--- config.mk ---
export PLATFORM = sky130hd
export DESIGN_NAME = sef_event_flags
export DESIGN_NICKNAME = d
export VERILOG_FILES = /design/src/hw/sef_pkg.sv /design/src/hw/sef_event_flags.sv
export VERILOG_INCLUDE_DIRS = /design/src /design/src/hw
export SDC_FILE = /design/constraint.sdc
export NUM_CORES = 1
export LEC_CHECK = 0
export BUFFER_PORTS_ARGS = -buffer_cell sky130_fd_sc_hd__buf_2
export CAP_MARGIN = 20
export CORE_AREA = 2 2 177 196
export DETAILED_ROUTE_END_ITERATION = 16
export DIE_AREA = 0 0 179 198
export SLEW_MARGIN = 30
export SYNTH_ARGS = -nofsm -noshare
export SYNTH_HDL_FRONTEND = slang
export SYNTH_SLANG_ARGS = --single-unit
--- constraint.sdc ---
create_clock -name i_core_clk -period 2.7 [get_ports i_core_clk]
set_input_delay 0 -clock i_core_clk [delete_from_list [all_inputs] [get_ports i_core_clk]]
set_output_delay 0 -clock i_core_clk [all_outputs]
set_load 0.02 [all_outputs]
--- src/hw/sef_defs.svh ---
`ifndef SEF_DEFS_SVH
`define SEF_DEFS_SVH

// Register byte addresses on the register bus
`define SEF_ADDR_CONFIG    8'h00
`define SEF_ADDR_IRQ_EN_LO 8'h04
`define SEF_ADDR_IRQ_EN_HI 8'h08
`define SEF_ADDR_WETTING   8'h0c
`define SEF_ADDR_INT_STAT  8'h10
`define SEF_ADDR_SW_STAT   8'h14
`define SEF_ADDR_MISC_STAT 8'h18

// Configuration register fields
`define SEF_CFG_RUN        0
`define SEF_CFG_FILT_LSB   1
`define SEF_CFG_SRC_DIS    3
`define SEF_CFG_SNK_DIS    4
`define SEF_CFG_MASK       32'h0000_001f

// Wetting register fields (3-bit codes)
`define SEF_WET_SRC_LSB    0
`define SEF_WET_SNK_LSB    3
`define SEF_WET_MASK       32'h0000_003f

// Interrupt status bits
`define SEF_IST_SSC        0
`define SEF_IST_WARN       1
`define SEF_IST_SHUT       2
`define SEF_IST_PAR        3

// Serial word layout
`define SEF_SPI_BITS       6'h21
`define SEF_SPI_ADDR_HI    30
`define SEF_SPI_ADDR_LO    24
`define SEF_SPI_WRITE      31
`define SEF_SPI_IST_ADDR   7'h04

// Reset value and input count
`define SEF_RST_REG        32'h0000_0000
`define SEF_NUM_IN         24

`endif

--- src/hw/sef_pkg.sv ---
package sef_pkg;

  // Wetting current settings
  typedef enum logic [2:0] {
    SEF_WET_0MA  = 3'h0,
    SEF_WET_1MA  = 3'h1,
    SEF_WET_2MA  = 3'h2,
    SEF_WET_5MA  = 3'h3,
    SEF_WET_10MA = 3'h4,
    SEF_WET_15MA = 3'h5
  } sef_wet_type;

  // Per-input interrupt condition
  typedef enum logic [1:0] {
    SEF_EDGE_OFF  = 2'h0,
    SEF_EDGE_RISE = 2'h1,
    SEF_EDGE_FALL = 2'h2,
    SEF_EDGE_BOTH = 2'h3
  } sef_edge_type;

endpackage

--- src/hw/sef_event_flags.sv ---
// Implementation choices: the address map and register access over APB.
`timescale 1ns/1ps
`include "sef_defs.svh"
module sef_event_flags
  import sef_pkg::*;
(
  // Clock and reset
  input  wire logic        i_core_clk,
  input  wire logic        i_rst_b,
  // APB slave
  input  wire logic        i_psel,
  input  wire logic        i_penable,
  input  wire logic        i_pwrite,
  input  wire logic [7:0]  i_paddr,
  input  wire logic [31:0] i_pwdata,
  output logic      [31:0] o_prdata,
  output logic             o_pready,
  output logic             o_pslverr,
  // Comparator results and detection strobe
  input  wire logic [23:0] i_comp_above,
  input  wire logic        i_cycle_done,
  // Temperature indications
  input  wire logic        i_warn_level,
  input  wire logic        i_shut_level,
  // Serial link pins
  input  wire logic        i_sclk,
  input  wire logic        i_cs_b,
  input  wire logic        i_mosi,
  output logic             o_miso,
  // Interrupt pin, open drain, active low
  output logic             o_int_b_out,
  output logic             o_int_b_oe,
  // Wetting current drive and scan restart
  output sef_wet_type      o_source_wet,
  output sef_wet_type      o_sink_wet,
  output logic             o_scan_restart
);

  // Register state
  logic [31:0] config_reg, next_config_reg;
  logic [31:0] irq_en_lo, next_irq_en_lo;
  logic [15:0] irq_en_hi, next_irq_en_hi;
  logic [5:0]  wetting, next_wetting;
  logic [31:0] prdata, next_prdata;
  logic        pready, next_pready;
  logic        pslverr, next_pslverr;

  // Detection state
  logic [23:0] dflt, next_dflt;
  logic [47:0] filt_cnt, next_filt_cnt;
  logic        first_cycle, next_first_cycle;
  logic        run_q, next_run_q;
  logic        ssc_evt;

  // Temperature and status
  logic        warn_q, next_warn_q;
  logic        shut_q, next_shut_q;
  logic [3:0]  int_stat, next_int_stat;
  logic        int_oe, next_int_oe;
  sef_wet_type src_wet, next_src_wet;
  sef_wet_type snk_wet, next_snk_wet;
  logic        restart, next_restart;

  // Serial state
  // Pins pass two flops to settle; the third flop finds the edges
  logic [2:0]  sclk_s, next_sclk_s;
  logic [2:0]  cs_s, next_cs_s;
  logic [1:0]  mosi_s, next_mosi_s;
  logic [32:0] rx_sh, next_rx_sh;
  logic [32:0] tx_sh, next_tx_sh;
  logic [5:0]  bit_cnt, next_bit_cnt;
  logic        miso, next_miso;
  logic        par_evt, ist_clr;

  // Access edge; a raised pready blocks a second take of one request
  wire logic   apb_acc = i_psel & i_penable & ~pready;
  wire logic   run = config_reg[`SEF_CFG_RUN];
  wire logic [1:0] filt = config_reg[`SEF_CFG_FILT_LSB +: 2];

  // APB: answer in the second access cycle, so outputs come from flops
  always_comb begin
    next_config_reg = config_reg;
    next_irq_en_lo  = irq_en_lo;
    next_irq_en_hi  = irq_en_hi;
    next_wetting    = wetting;
    next_prdata     = prdata;
    next_pready     = apb_acc;
    next_pslverr    = 1'b0;
    if (apb_acc) begin
      next_prdata = 32'h0000_0000;
      case (i_paddr)
        `SEF_ADDR_CONFIG: begin
          next_prdata = config_reg;
          if (i_pwrite) begin
            next_config_reg = i_pwdata & `SEF_CFG_MASK;
          end
        end
        `SEF_ADDR_IRQ_EN_LO: begin
          next_prdata = irq_en_lo;
          if (i_pwrite) begin
            next_irq_en_lo = i_pwdata;
          end
        end
        `SEF_ADDR_IRQ_EN_HI: begin
          next_prdata = {16'h0000, irq_en_hi};
          if (i_pwrite) begin
            next_irq_en_hi = i_pwdata[15:0];
          end
        end
        `SEF_ADDR_WETTING: begin
          next_prdata = {26'h0, wetting};
          if (i_pwrite) begin
            next_wetting = i_pwdata[5:0];
          end
        end
        `SEF_ADDR_INT_STAT: next_prdata = {28'h0000000, int_stat};
        `SEF_ADDR_SW_STAT:  next_prdata = {8'h00, dflt};
        `SEF_ADDR_MISC_STAT: next_prdata = {30'h0, shut_q, warn_q};
        // Unmapped offsets answer with an error, read as zero, write nothing
        default: next_pslverr = 1'b1;
      endcase
    end
  end

  // Register file; enables clear at reset so no input interrupts
  always_ff @(posedge i_core_clk or negedge i_rst_b) begin
    if (!i_rst_b) begin
      config_reg <= `SEF_RST_REG;
      irq_en_lo  <= `SEF_RST_REG;
      irq_en_hi  <= 16'h0000;
      wetting    <= 6'h00;
      prdata     <= 32'h0000_0000;
      pready     <= 1'b0;
      pslverr    <= 1'b0;
    end else begin
      config_reg <= next_config_reg;
      irq_en_lo  <= next_irq_en_lo;
      irq_en_hi  <= next_irq_en_hi;
      wetting    <= next_wetting;
      prdata     <= next_prdata;
      pready     <= next_pready;
      pslverr    <= next_pslverr;
    end
  end

  // Detection: edge condition and consecutive-cycle filter per input
  always_comb begin
    logic [1:0]   cnt;
    logic         chg;
    sef_edge_type mode;
    cnt = 2'h0;
    chg = 1'b0;
    mode = SEF_EDGE_OFF;
    next_dflt        = dflt;
    next_filt_cnt    = filt_cnt;
    next_first_cycle = first_cycle;
    next_run_q       = run;
    ssc_evt          = 1'b0;
    if (run && !run_q) begin
      next_first_cycle = 1'b1;
    end
    if (!run) begin
      next_filt_cnt = 48'h0;
    end else if (shut_q && !i_shut_level) begin
      next_first_cycle = 1'b1;
      next_filt_cnt    = 48'h0;
    end else if (i_cycle_done && !shut_q) begin
      // First cycle after a start or a shutdown seeds the defaults and raises SSC
      if (first_cycle) begin
        next_dflt        = i_comp_above;
        next_first_cycle = 1'b0;
        ssc_evt          = 1'b1;
      end else begin
        for (int i = 0; i < `SEF_NUM_IN; i++) begin
          cnt = filt_cnt[2*i +: 2];
          mode = (i < 16) ? sef_edge_type'(irq_en_lo[2*i +: 2])
                          : sef_edge_type'(irq_en_hi[2*(i-16) +: 2]);
          // A return to the stored status restarts the count
          if (i_comp_above[i] == dflt[i]) begin
            next_filt_cnt[2*i +: 2] = 2'h0;
          end else if (cnt >= filt) begin
            next_dflt[i] = i_comp_above[i];
            next_filt_cnt[2*i +: 2] = 2'h0;
            // Edge mode gates only the interrupt; the status moves anyway
            case (mode)
              SEF_EDGE_RISE: chg = i_comp_above[i];
              SEF_EDGE_FALL: chg = ~i_comp_above[i];
              SEF_EDGE_BOTH: chg = 1'b1;
              default:       chg = 1'b0;
            endcase
            ssc_evt = ssc_evt | chg;
          end else begin
            next_filt_cnt[2*i +: 2] = cnt + 2'h1;
          end
        end
      end
    end
  end

  // Detection registers
  always_ff @(posedge i_core_clk or negedge i_rst_b) begin
    if (!i_rst_b) begin
      dflt        <= 24'h000000;
      filt_cnt    <= 48'h0;
      first_cycle <= 1'b0;
      run_q       <= 1'b0;
    end else begin
      dflt        <= next_dflt;
      filt_cnt    <= next_filt_cnt;
      first_cycle <= next_first_cycle;
      run_q       <= next_run_q;
    end
  end

  // Temperature edges, interrupt status and wetting derate
  always_comb begin
    logic [3:0] set;
    logic       derate;
    set = 4'h0;
    derate = 1'b0;
    next_warn_q  = i_warn_level | i_shut_level;
    next_shut_q  = i_shut_level;
    next_restart = shut_q & ~i_shut_level;
    set[`SEF_IST_SSC]  = ssc_evt;
    set[`SEF_IST_WARN] = next_warn_q ^ warn_q;
    set[`SEF_IST_SHUT] = i_shut_level ^ shut_q;
    set[`SEF_IST_PAR]  = par_evt;
    // A fresh event in the clearing cycle survives
    next_int_stat = (ist_clr ? 4'h0 : int_stat) | set;
    next_int_oe   = |next_int_stat;
    derate = next_warn_q;
    next_src_wet = sef_wet_type'(wetting[`SEF_WET_SRC_LSB +: 3]);
    next_snk_wet = sef_wet_type'(wetting[`SEF_WET_SNK_LSB +: 3]);
    // Derate only the high settings; low ones stay as programmed
    if (derate && !config_reg[`SEF_CFG_SRC_DIS] &&
        (next_src_wet == SEF_WET_10MA || next_src_wet == SEF_WET_15MA)) begin
      next_src_wet = SEF_WET_2MA;
    end
    if (derate && !config_reg[`SEF_CFG_SNK_DIS] &&
        (next_snk_wet == SEF_WET_10MA || next_snk_wet == SEF_WET_15MA)) begin
      next_snk_wet = SEF_WET_2MA;
    end
    // Shutdown and a stopped scan cut every source and sink
    if (i_shut_level || !run) begin
      next_src_wet = SEF_WET_0MA;
      next_snk_wet = SEF_WET_0MA;
    end
  end

  // Status registers
  always_ff @(posedge i_core_clk or negedge i_rst_b) begin
    if (!i_rst_b) begin
      warn_q   <= 1'b0;
      shut_q   <= 1'b0;
      int_stat <= 4'h0;
      int_oe   <= 1'b0;
      src_wet  <= SEF_WET_0MA;
      snk_wet  <= SEF_WET_0MA;
      restart  <= 1'b0;
    end else begin
      warn_q   <= next_warn_q;
      shut_q   <= next_shut_q;
      int_stat <= next_int_stat;
      int_oe   <= next_int_oe;
      src_wet  <= next_src_wet;
      snk_wet  <= next_snk_wet;
      restart  <= next_restart;
    end
  end

  // Serial link, mode 0, sampled by the core clock; stays alive in shutdown
  always_comb begin
    logic [31:0] word;
    word = 32'h0;
    next_sclk_s  = {sclk_s[1:0], i_sclk};
    next_cs_s    = {cs_s[1:0], i_cs_b};
    next_mosi_s  = {mosi_s[0], i_mosi};
    next_rx_sh   = rx_sh;
    next_tx_sh   = tx_sh;
    next_bit_cnt = bit_cnt;
    next_miso    = miso;
    par_evt      = 1'b0;
    ist_clr      = 1'b0;
    if (cs_s[2] && !cs_s[1]) begin
      // Frame start: flags on top, switch statuses below
      word = {int_stat[`SEF_IST_PAR], warn_q | shut_q,
              int_stat[`SEF_IST_SSC], 5'h00, dflt};
      next_tx_sh   = {word, ~^word};
      next_miso    = word[31];
      next_bit_cnt = 6'h00;
    end else if (!cs_s[1]) begin
      // Take the bit on the rise; the commander moves it on the fall
      if (!sclk_s[2] && sclk_s[1]) begin
        next_rx_sh = {rx_sh[31:0], mosi_s[1]};
        // Saturate far past a frame, so an overlong frame never matches
        if (!(&bit_cnt)) begin
          next_bit_cnt = bit_cnt + 6'h01;
        end
      end else if (sclk_s[2] && !sclk_s[1]) begin
        // Shift on the fall, half a period before the commander samples
        next_tx_sh = {tx_sh[31:0], 1'b0};
        next_miso  = tx_sh[31];
      end
    end
    // Frame end: only an exact full frame is acted upon
    if (!cs_s[2] && cs_s[1] && bit_cnt == `SEF_SPI_BITS) begin
      if (!(^rx_sh)) begin
        par_evt = 1'b1;
      end else if (!rx_sh[`SEF_SPI_WRITE + 1] &&
                   rx_sh[`SEF_SPI_ADDR_HI+1:`SEF_SPI_ADDR_LO+1] ==
                   `SEF_SPI_IST_ADDR) begin
        ist_clr = 1'b1;
      end
    end
  end

  // Serial registers; pin inputs pass two flops before use
  always_ff @(posedge i_core_clk or negedge i_rst_b) begin
    if (!i_rst_b) begin
      sclk_s  <= 3'h0;
      cs_s    <= 3'h7;
      mosi_s  <= 2'h0;
      rx_sh   <= 33'h0;
      tx_sh   <= 33'h0;
      bit_cnt <= 6'h00;
      miso    <= 1'b0;
    end else begin
      sclk_s  <= next_sclk_s;
      cs_s    <= next_cs_s;
      mosi_s  <= next_mosi_s;
      rx_sh   <= next_rx_sh;
      tx_sh   <= next_tx_sh;
      bit_cnt <= next_bit_cnt;
      miso    <= next_miso;
    end
  end

  // Outputs straight from flops
  assign o_prdata       = prdata;
  assign o_pready       = pready;
  assign o_pslverr      = pslverr;
  assign o_miso         = miso;
  // Open drain: the pin is only pulled low, so the enable is the level
  assign o_int_b_out    = 1'b0;
  assign o_int_b_oe     = int_oe;
  assign o_source_wet   = src_wet;
  assign o_sink_wet     = snk_wet;
  assign o_scan_restart = restart;

endmodule

* After elaboration in Yosys (flattened, before gate mapping) *
Cells that the tools add are included.

cells by class
  add/subtract/negate cells = 25
  $lt $le $gt $ge = 24
  equality and inequality tests = 137
  mux-type cells = 437
  bitwise gates (word level) = 60
  reductions and logical operators = 91

operators with widths
  cell                                                  number
  2-to-1 mux 1 bit                                      346
  one-hot mux 32 bit (7 select lines)                   1
  2-to-1 mux 48 bit                                     4
  2-to-1 mux 32 bit                                     4
  AND reduction 5 bit                                   24
  equality test 2 bit (second input constant)           48
  2-to-1 mux 2 bit                                      48
  one-hot mux 1 bit (3 select lines)                    24
  inequality test 2 bit (second input constant)         26
  nonzero test 2 bit                                    26
  adder 2 x 1 -> 2 bit (second input constant)          24
  equality test 2 x 1 -> 1 bit (second input constant)  24
  greater-or-equal comparator 2 bit                     24
  parity 33 bit                                         1
  XNOR reduction 32 bit                                 1
  inverter 1 bit                                        29
  OR 1 bit                                              25
  equality test 1 bit                                   24
  equality test 8 x 5 -> 1 bit (second input constant)  3
  2-to-1 mux 24 bit                                     1
  2-to-1 mux 6 bit                                      4
  AND reduction 3 bit                                   7
  equality test 8 x 4 -> 1 bit (second input constant)  2
  logical AND 1 bit                                     13
  other kinds (20)                                      41

storage, ports and cells
  bits in registers = 261
  input port bits = 75
  output and inout port bits = 44

* Depth between registers and ports, before layout *
  depth after elaboration = 171
  depth in mapped cells = 9
  depth with buffers taken out = 9

* Worst setup path after synthesis *
OpenSTA, ideal clock, no wires.

  path kind = register to register
  start point = register config_reg[1]
  end point = register int_oe (netlist: o_int_b_oe)
  setup time = 134 ps
  arrival = 2101 ps
  slack = 464 ps
  cell stages (with the launch flop) = 9
  path buffers = 0
  period minus slack after synthesis = 2236 ps
  cell sequence = dfrtp_1 -> ha_1 -> nand2b_1 -> a21oi_1 -> a21oi_1 -> nor4_1 -> nand4_1 -> o21ai_0 -> nand3_1

on the way
  word-level cells in the longest chain between the ends = 170

RTL lines
  item                               RTL line                RTL
  start, declared                    sef_event_flags.sv:40   logic [31:0] config_reg, next_config_reg;
  start signal, assigned             sef_event_flags.sv:128  config_reg <= `SEF_RST_REG;
  start signal, assigned             sef_event_flags.sv:136  config_reg <= next_config_reg;
  greater-or-equal comparator 2 bit  sef_event_flags.sv:181  end else if (cnt >= filt) begin
  2-to-1 mux 1 bit                   sef_event_flags.sv:181
  2-to-1 mux 1 bit                   sef_event_flags.sv:179  if (i_comp_above[i] == dflt[i]) begin
  2-to-1 mux 1 bit                   sef_event_flags.sv:169  if (first_cycle) begin
  2-to-1 mux 1 bit                   sef_event_flags.sv:167  end else if (i_cycle_done && !shut_q) begin
  2-to-1 mux 1 bit                   sef_event_flags.sv:164  end else if (shut_q && !i_shut_level) begin
  2-to-1 mux 1 bit                   sef_event_flags.sv:162  if (!run) begin
  OR 1 bit                           sef_event_flags.sv:191  ssc_evt = ssc_evt | chg;
  [... 155 more ...]                 --
  2-to-1 mux 1 bit *                 sef_event_flags.sv:179
  2-to-1 mux 1 bit *                 sef_event_flags.sv:169
  2-to-1 mux 1 bit *                 sef_event_flags.sv:167
  2-to-1 mux 1 bit *                 sef_event_flags.sv:164
  2-to-1 mux 1 bit *                 sef_event_flags.sv:162
  OR 4 bit *                         sef_event_flags.sv:229  next_int_stat = (ist_clr ? 4'h0 : int_stat) | set;
  OR reduction 4 bit *               sef_event_flags.sv:230  next_int_oe = |next_int_stat;
  named net next_int_oe              sef_event_flags.sv:59   logic int_oe, next_int_oe;
  end signal, assigned               sef_event_flags.sv:264  int_oe <= next_int_oe;
  end, declared                      sef_event_flags.sv:59

The timed path passes the listed nets; every way through them passes the cells marked *. The select of a mux whose other input is x is not followed.
A chain may end at the register's enable or synchronous reset.

* Worst setup path in the final report *
Ends and elaborated chain as after synthesis.

==> flow_metrics.py <==
metrics = {
    "critical_path": {
        "crit_path_end_kind": "flip-flop",
        "critical_path_class": "reg2reg",
        "critical_path.max_fanout": 15,
        "cp-start-kind": "flip-flop",
        "arrival_ns": 2.95,
        "required_ns": 3.12,
    },
    "clock_tree": {
        "cts_num_sinks": 261,
        "clk_latency_ns": 0.56,
        "cts_root_buf": "clkbuf_16",
        "clkTransAtPathRegs_ns": 0.06,
        "cts_tree": "built",
        "h-tree-depth": 1,
        "cts_made_buffers": 29,
        "clockBufferDepth": 3,
    },
    "grt": {
        "grt_use_met1": 0.272,
        "grt_start_max_net_pins": 85,
        "grt_pass1_wl_um": 55800,
        "met3_usage": 0.0323,
        "antenna_found_initial": 4,
        "grt_pass1_vias": 10011,
        "overflow": 0,
        "top_usage_layer": "met2",
        "grt.met2_usage": 0.334,
        "grt_usage": 0.204,
    },
    "route": {
        "wire_per_inst_um": 19.0,
        "ant_nets": 0,
        "wl_um": 35900,
        "drtIter0Drc": 536,
        "vias": 10121,
        "viasPerCell": 5.34,
        "drc": 0,
        "drt_pass1_iterations": 6,
    },
    "logic_synthesis": {
        "async_flop_share": 1.00,
        "synth_flop_cell": "dfrtp_1",
        "syn_avg_cell_area_um2": 10.6,
        "syn_inst": 1255,
        "syn-cell-area_um2": 13300,
        "ys_seq_elements": 261,
        "seq_area_frac_synth": 0.493,
        "syn_nets": 1381,
        "synth-edff-count": 0,
        "synth_cell_types": 48,
        "yosys_warnings": 0,
    },
    "timing": {
        "slew_violations": 0,
        "fin_tns_setup_ns": 0,
        "max_freq_ghz": 0.395,
        "setup_viol": 0,
        "max_slew_margin": 0.443,
        "fin_ws_ns": 0.168,
        "min_period_over_period": 0.938,
        "skew_ns": 0.0173,
        "holdWs_ns": 0.0485,
        "rsz0062_at_grt": "false",
        "tightestPinTransition_ns": 0.828,
        "hold_viol": 0,
        "period_minus_slack_ns": 2.53,
    },
    "placed_design": {
        "port_buffers": 117,
        "pre_cts_slack_ns": -0.0324,
        "dp_cells": 1769,
        "gp_congestion": 0.836,
        "post-dp-hpwl_um": 24700,
    },
    "floorplanning": {
        "dieArea_um2": 35400,
        "die_x_um": 179,
        "dieHeight_um": 198,
        "num_rows": 71,
        "ios": 119,
        "placeableCoreArea_um2": 33700,
        "start_util": 0.394,
    },
    "cells_and_area": {
        "seq_area_um2": 6540,
        "largest_reg_flops": 48,
        "layout-drive-gt1-share": 0.236,
        "syn_to_final_growth_pct": 21.8,
        "fill_cells": 3099,
        "finalNonFillerCells": 1894,
        "top_regs": "filt_cnt: 48 flops, rx_sh: 33 flops",
        "top_register": "filt_cnt",
        "nets": 1556,
        "multiInputGateArea_um2": 6350,
    },
    "outcome": {
        "status": "completed",
    },
    "pwr": {
        "worst_ir_drop_vdd_mv": 0.419,
        "leakagePower_nw": 7.13,
        "powerDensity_nw_per_um2": 573,
        "design_power_total_mw": 9.25,
    },
    "run": {
        "maxCapViolCount": 0,
    },
    "hold_path": {
        "hold_class": "in2async",
    },
}
==> cells in the mapped netlist, types with 4 or more instances <==
cell type  number  area (um^2)
clkbuf_1       67          251
nand3b_1       53          398
dfrtp_1       258         6460
ha_1           51          638
mux2_2        116         1310
xnor2_1        49          429
inv_1          31          116
a222oi_1       13          130
nand2b_1       29          181
xor2_1         34          298
a31oi_1        10         62.6
nor3_1         25          125
nand2_1        94          353
mux2i_1        29          290
nand3_1        16         80.1
nor4_1         31          194
a22o_1          5         43.8
o21ai_0        69          345
nor2_1         92          345
a21oi_1       100          500
a22oi_1         5         37.5
a21boi_0       24          180
a221oi_1       12          105
buf_1           4         15.0
==> worst paths after layout <==
path                                from      endpoint  slack, ns  cells past startpoint
max reg2reg                config_reg[1]    o_int_b_oe       0.17                     10
max                        config_reg[1]    o_int_b_oe       0.17                     10
max in group asynchronous        i_rst_b       dflt[5]       1.75                      3
min in group i_core_clk        i_penable      o_pready       0.07                      5
min reg2reg                    mosi_s[0]     mosi_s[1]       0.34                      0
min                              i_rst_b  o_prdata[19]       0.05                      2
==> worst max-delay path: stages, from the launching register on <==
cell	delay, ns
dfrtp_1	0.41
buf_4	0.23
ha_1	0.30
nand2b_1	0.14
a21oi_1	0.22
a21oi_1	0.09
nor4_2	0.47
nand4_1	0.12
o21ai_0	0.20
buf_4	0.15
nand3_1	0.06
==> kinds of logic after synthesis <==
| group | count (synthesis) | synth area share |
|---|---|---|
| adder cells (fa/ha/maj) | 51 | 0.0482 |
| AO/OA/AOI/OAI | 243 | 0.109 |
| AND/OR/NAND/NOR | 362 | 0.139 |
| buffers and inverters | 106 | 0.0306 |
| XOR/XNOR | 86 | 0.0591 |
| multiplexers | 145 | 0.120 |
| other | 1 | 0.000283 |
| flip-flops | 261 | 0.493 |
==> timing repair <==
action                     CTS  global route
hold buffers                67             0
hold endpoints to repair   216             0
setup endpoints to repair    2             2
resized for setup            1             3
buffers inserted             0             1
pin swaps                    0             1
==> cell usage in the layout (no fill, tap or decap), types with 51 or more instances in the layout <==
master and n:
mux2_2 116, nand3b_1 53, o21ai_0 69, dlygate4sd3_1 67, ha_1 51, nand2_1 94, dfrtp_1 258, a21oi_1 100
buf_2 116, nor2_1 89
==> per-stage QoR <==
stage	utilization	area [um^2]
after global routing	0.479	16100
after floorplan	-	13300
after detailed placement	0.429	14400
final	0.479	16100
after CTS	0.478	16100
after global placement	0.429	14400
==> cell type report <==
class	count	share of cell area
Sequential cell	261	0.405
Clock inverter	15	0.00977
Clock buffer	38	0.0508
Multi-Input combinational cell	888	0.394
Tap cell	438	0.0340
Inverter	31	0.00744
Timing Repair Buffer	219	0.0986
Antenna cell	4	0.000620
==> report_power, final <==
group          switching [mW]  total (mW)  internal, mW
Sequential              0.128        4.17          4.05
Combinational           0.539        1.03         0.494
Clock                    1.63        4.04          2.41
Total                    2.30        9.25          6.95
==> routing by layer <==
layer | up-vias | part of all wire
met5 | - | 0
met4 | 0 | 0.035
met3 | 74 | 0.048
met2 | 228 | 0.47
met1 | 5008 | 0.45
li1 | 4811 | -
Note: power is estimated with default switching activity, not from simulation.
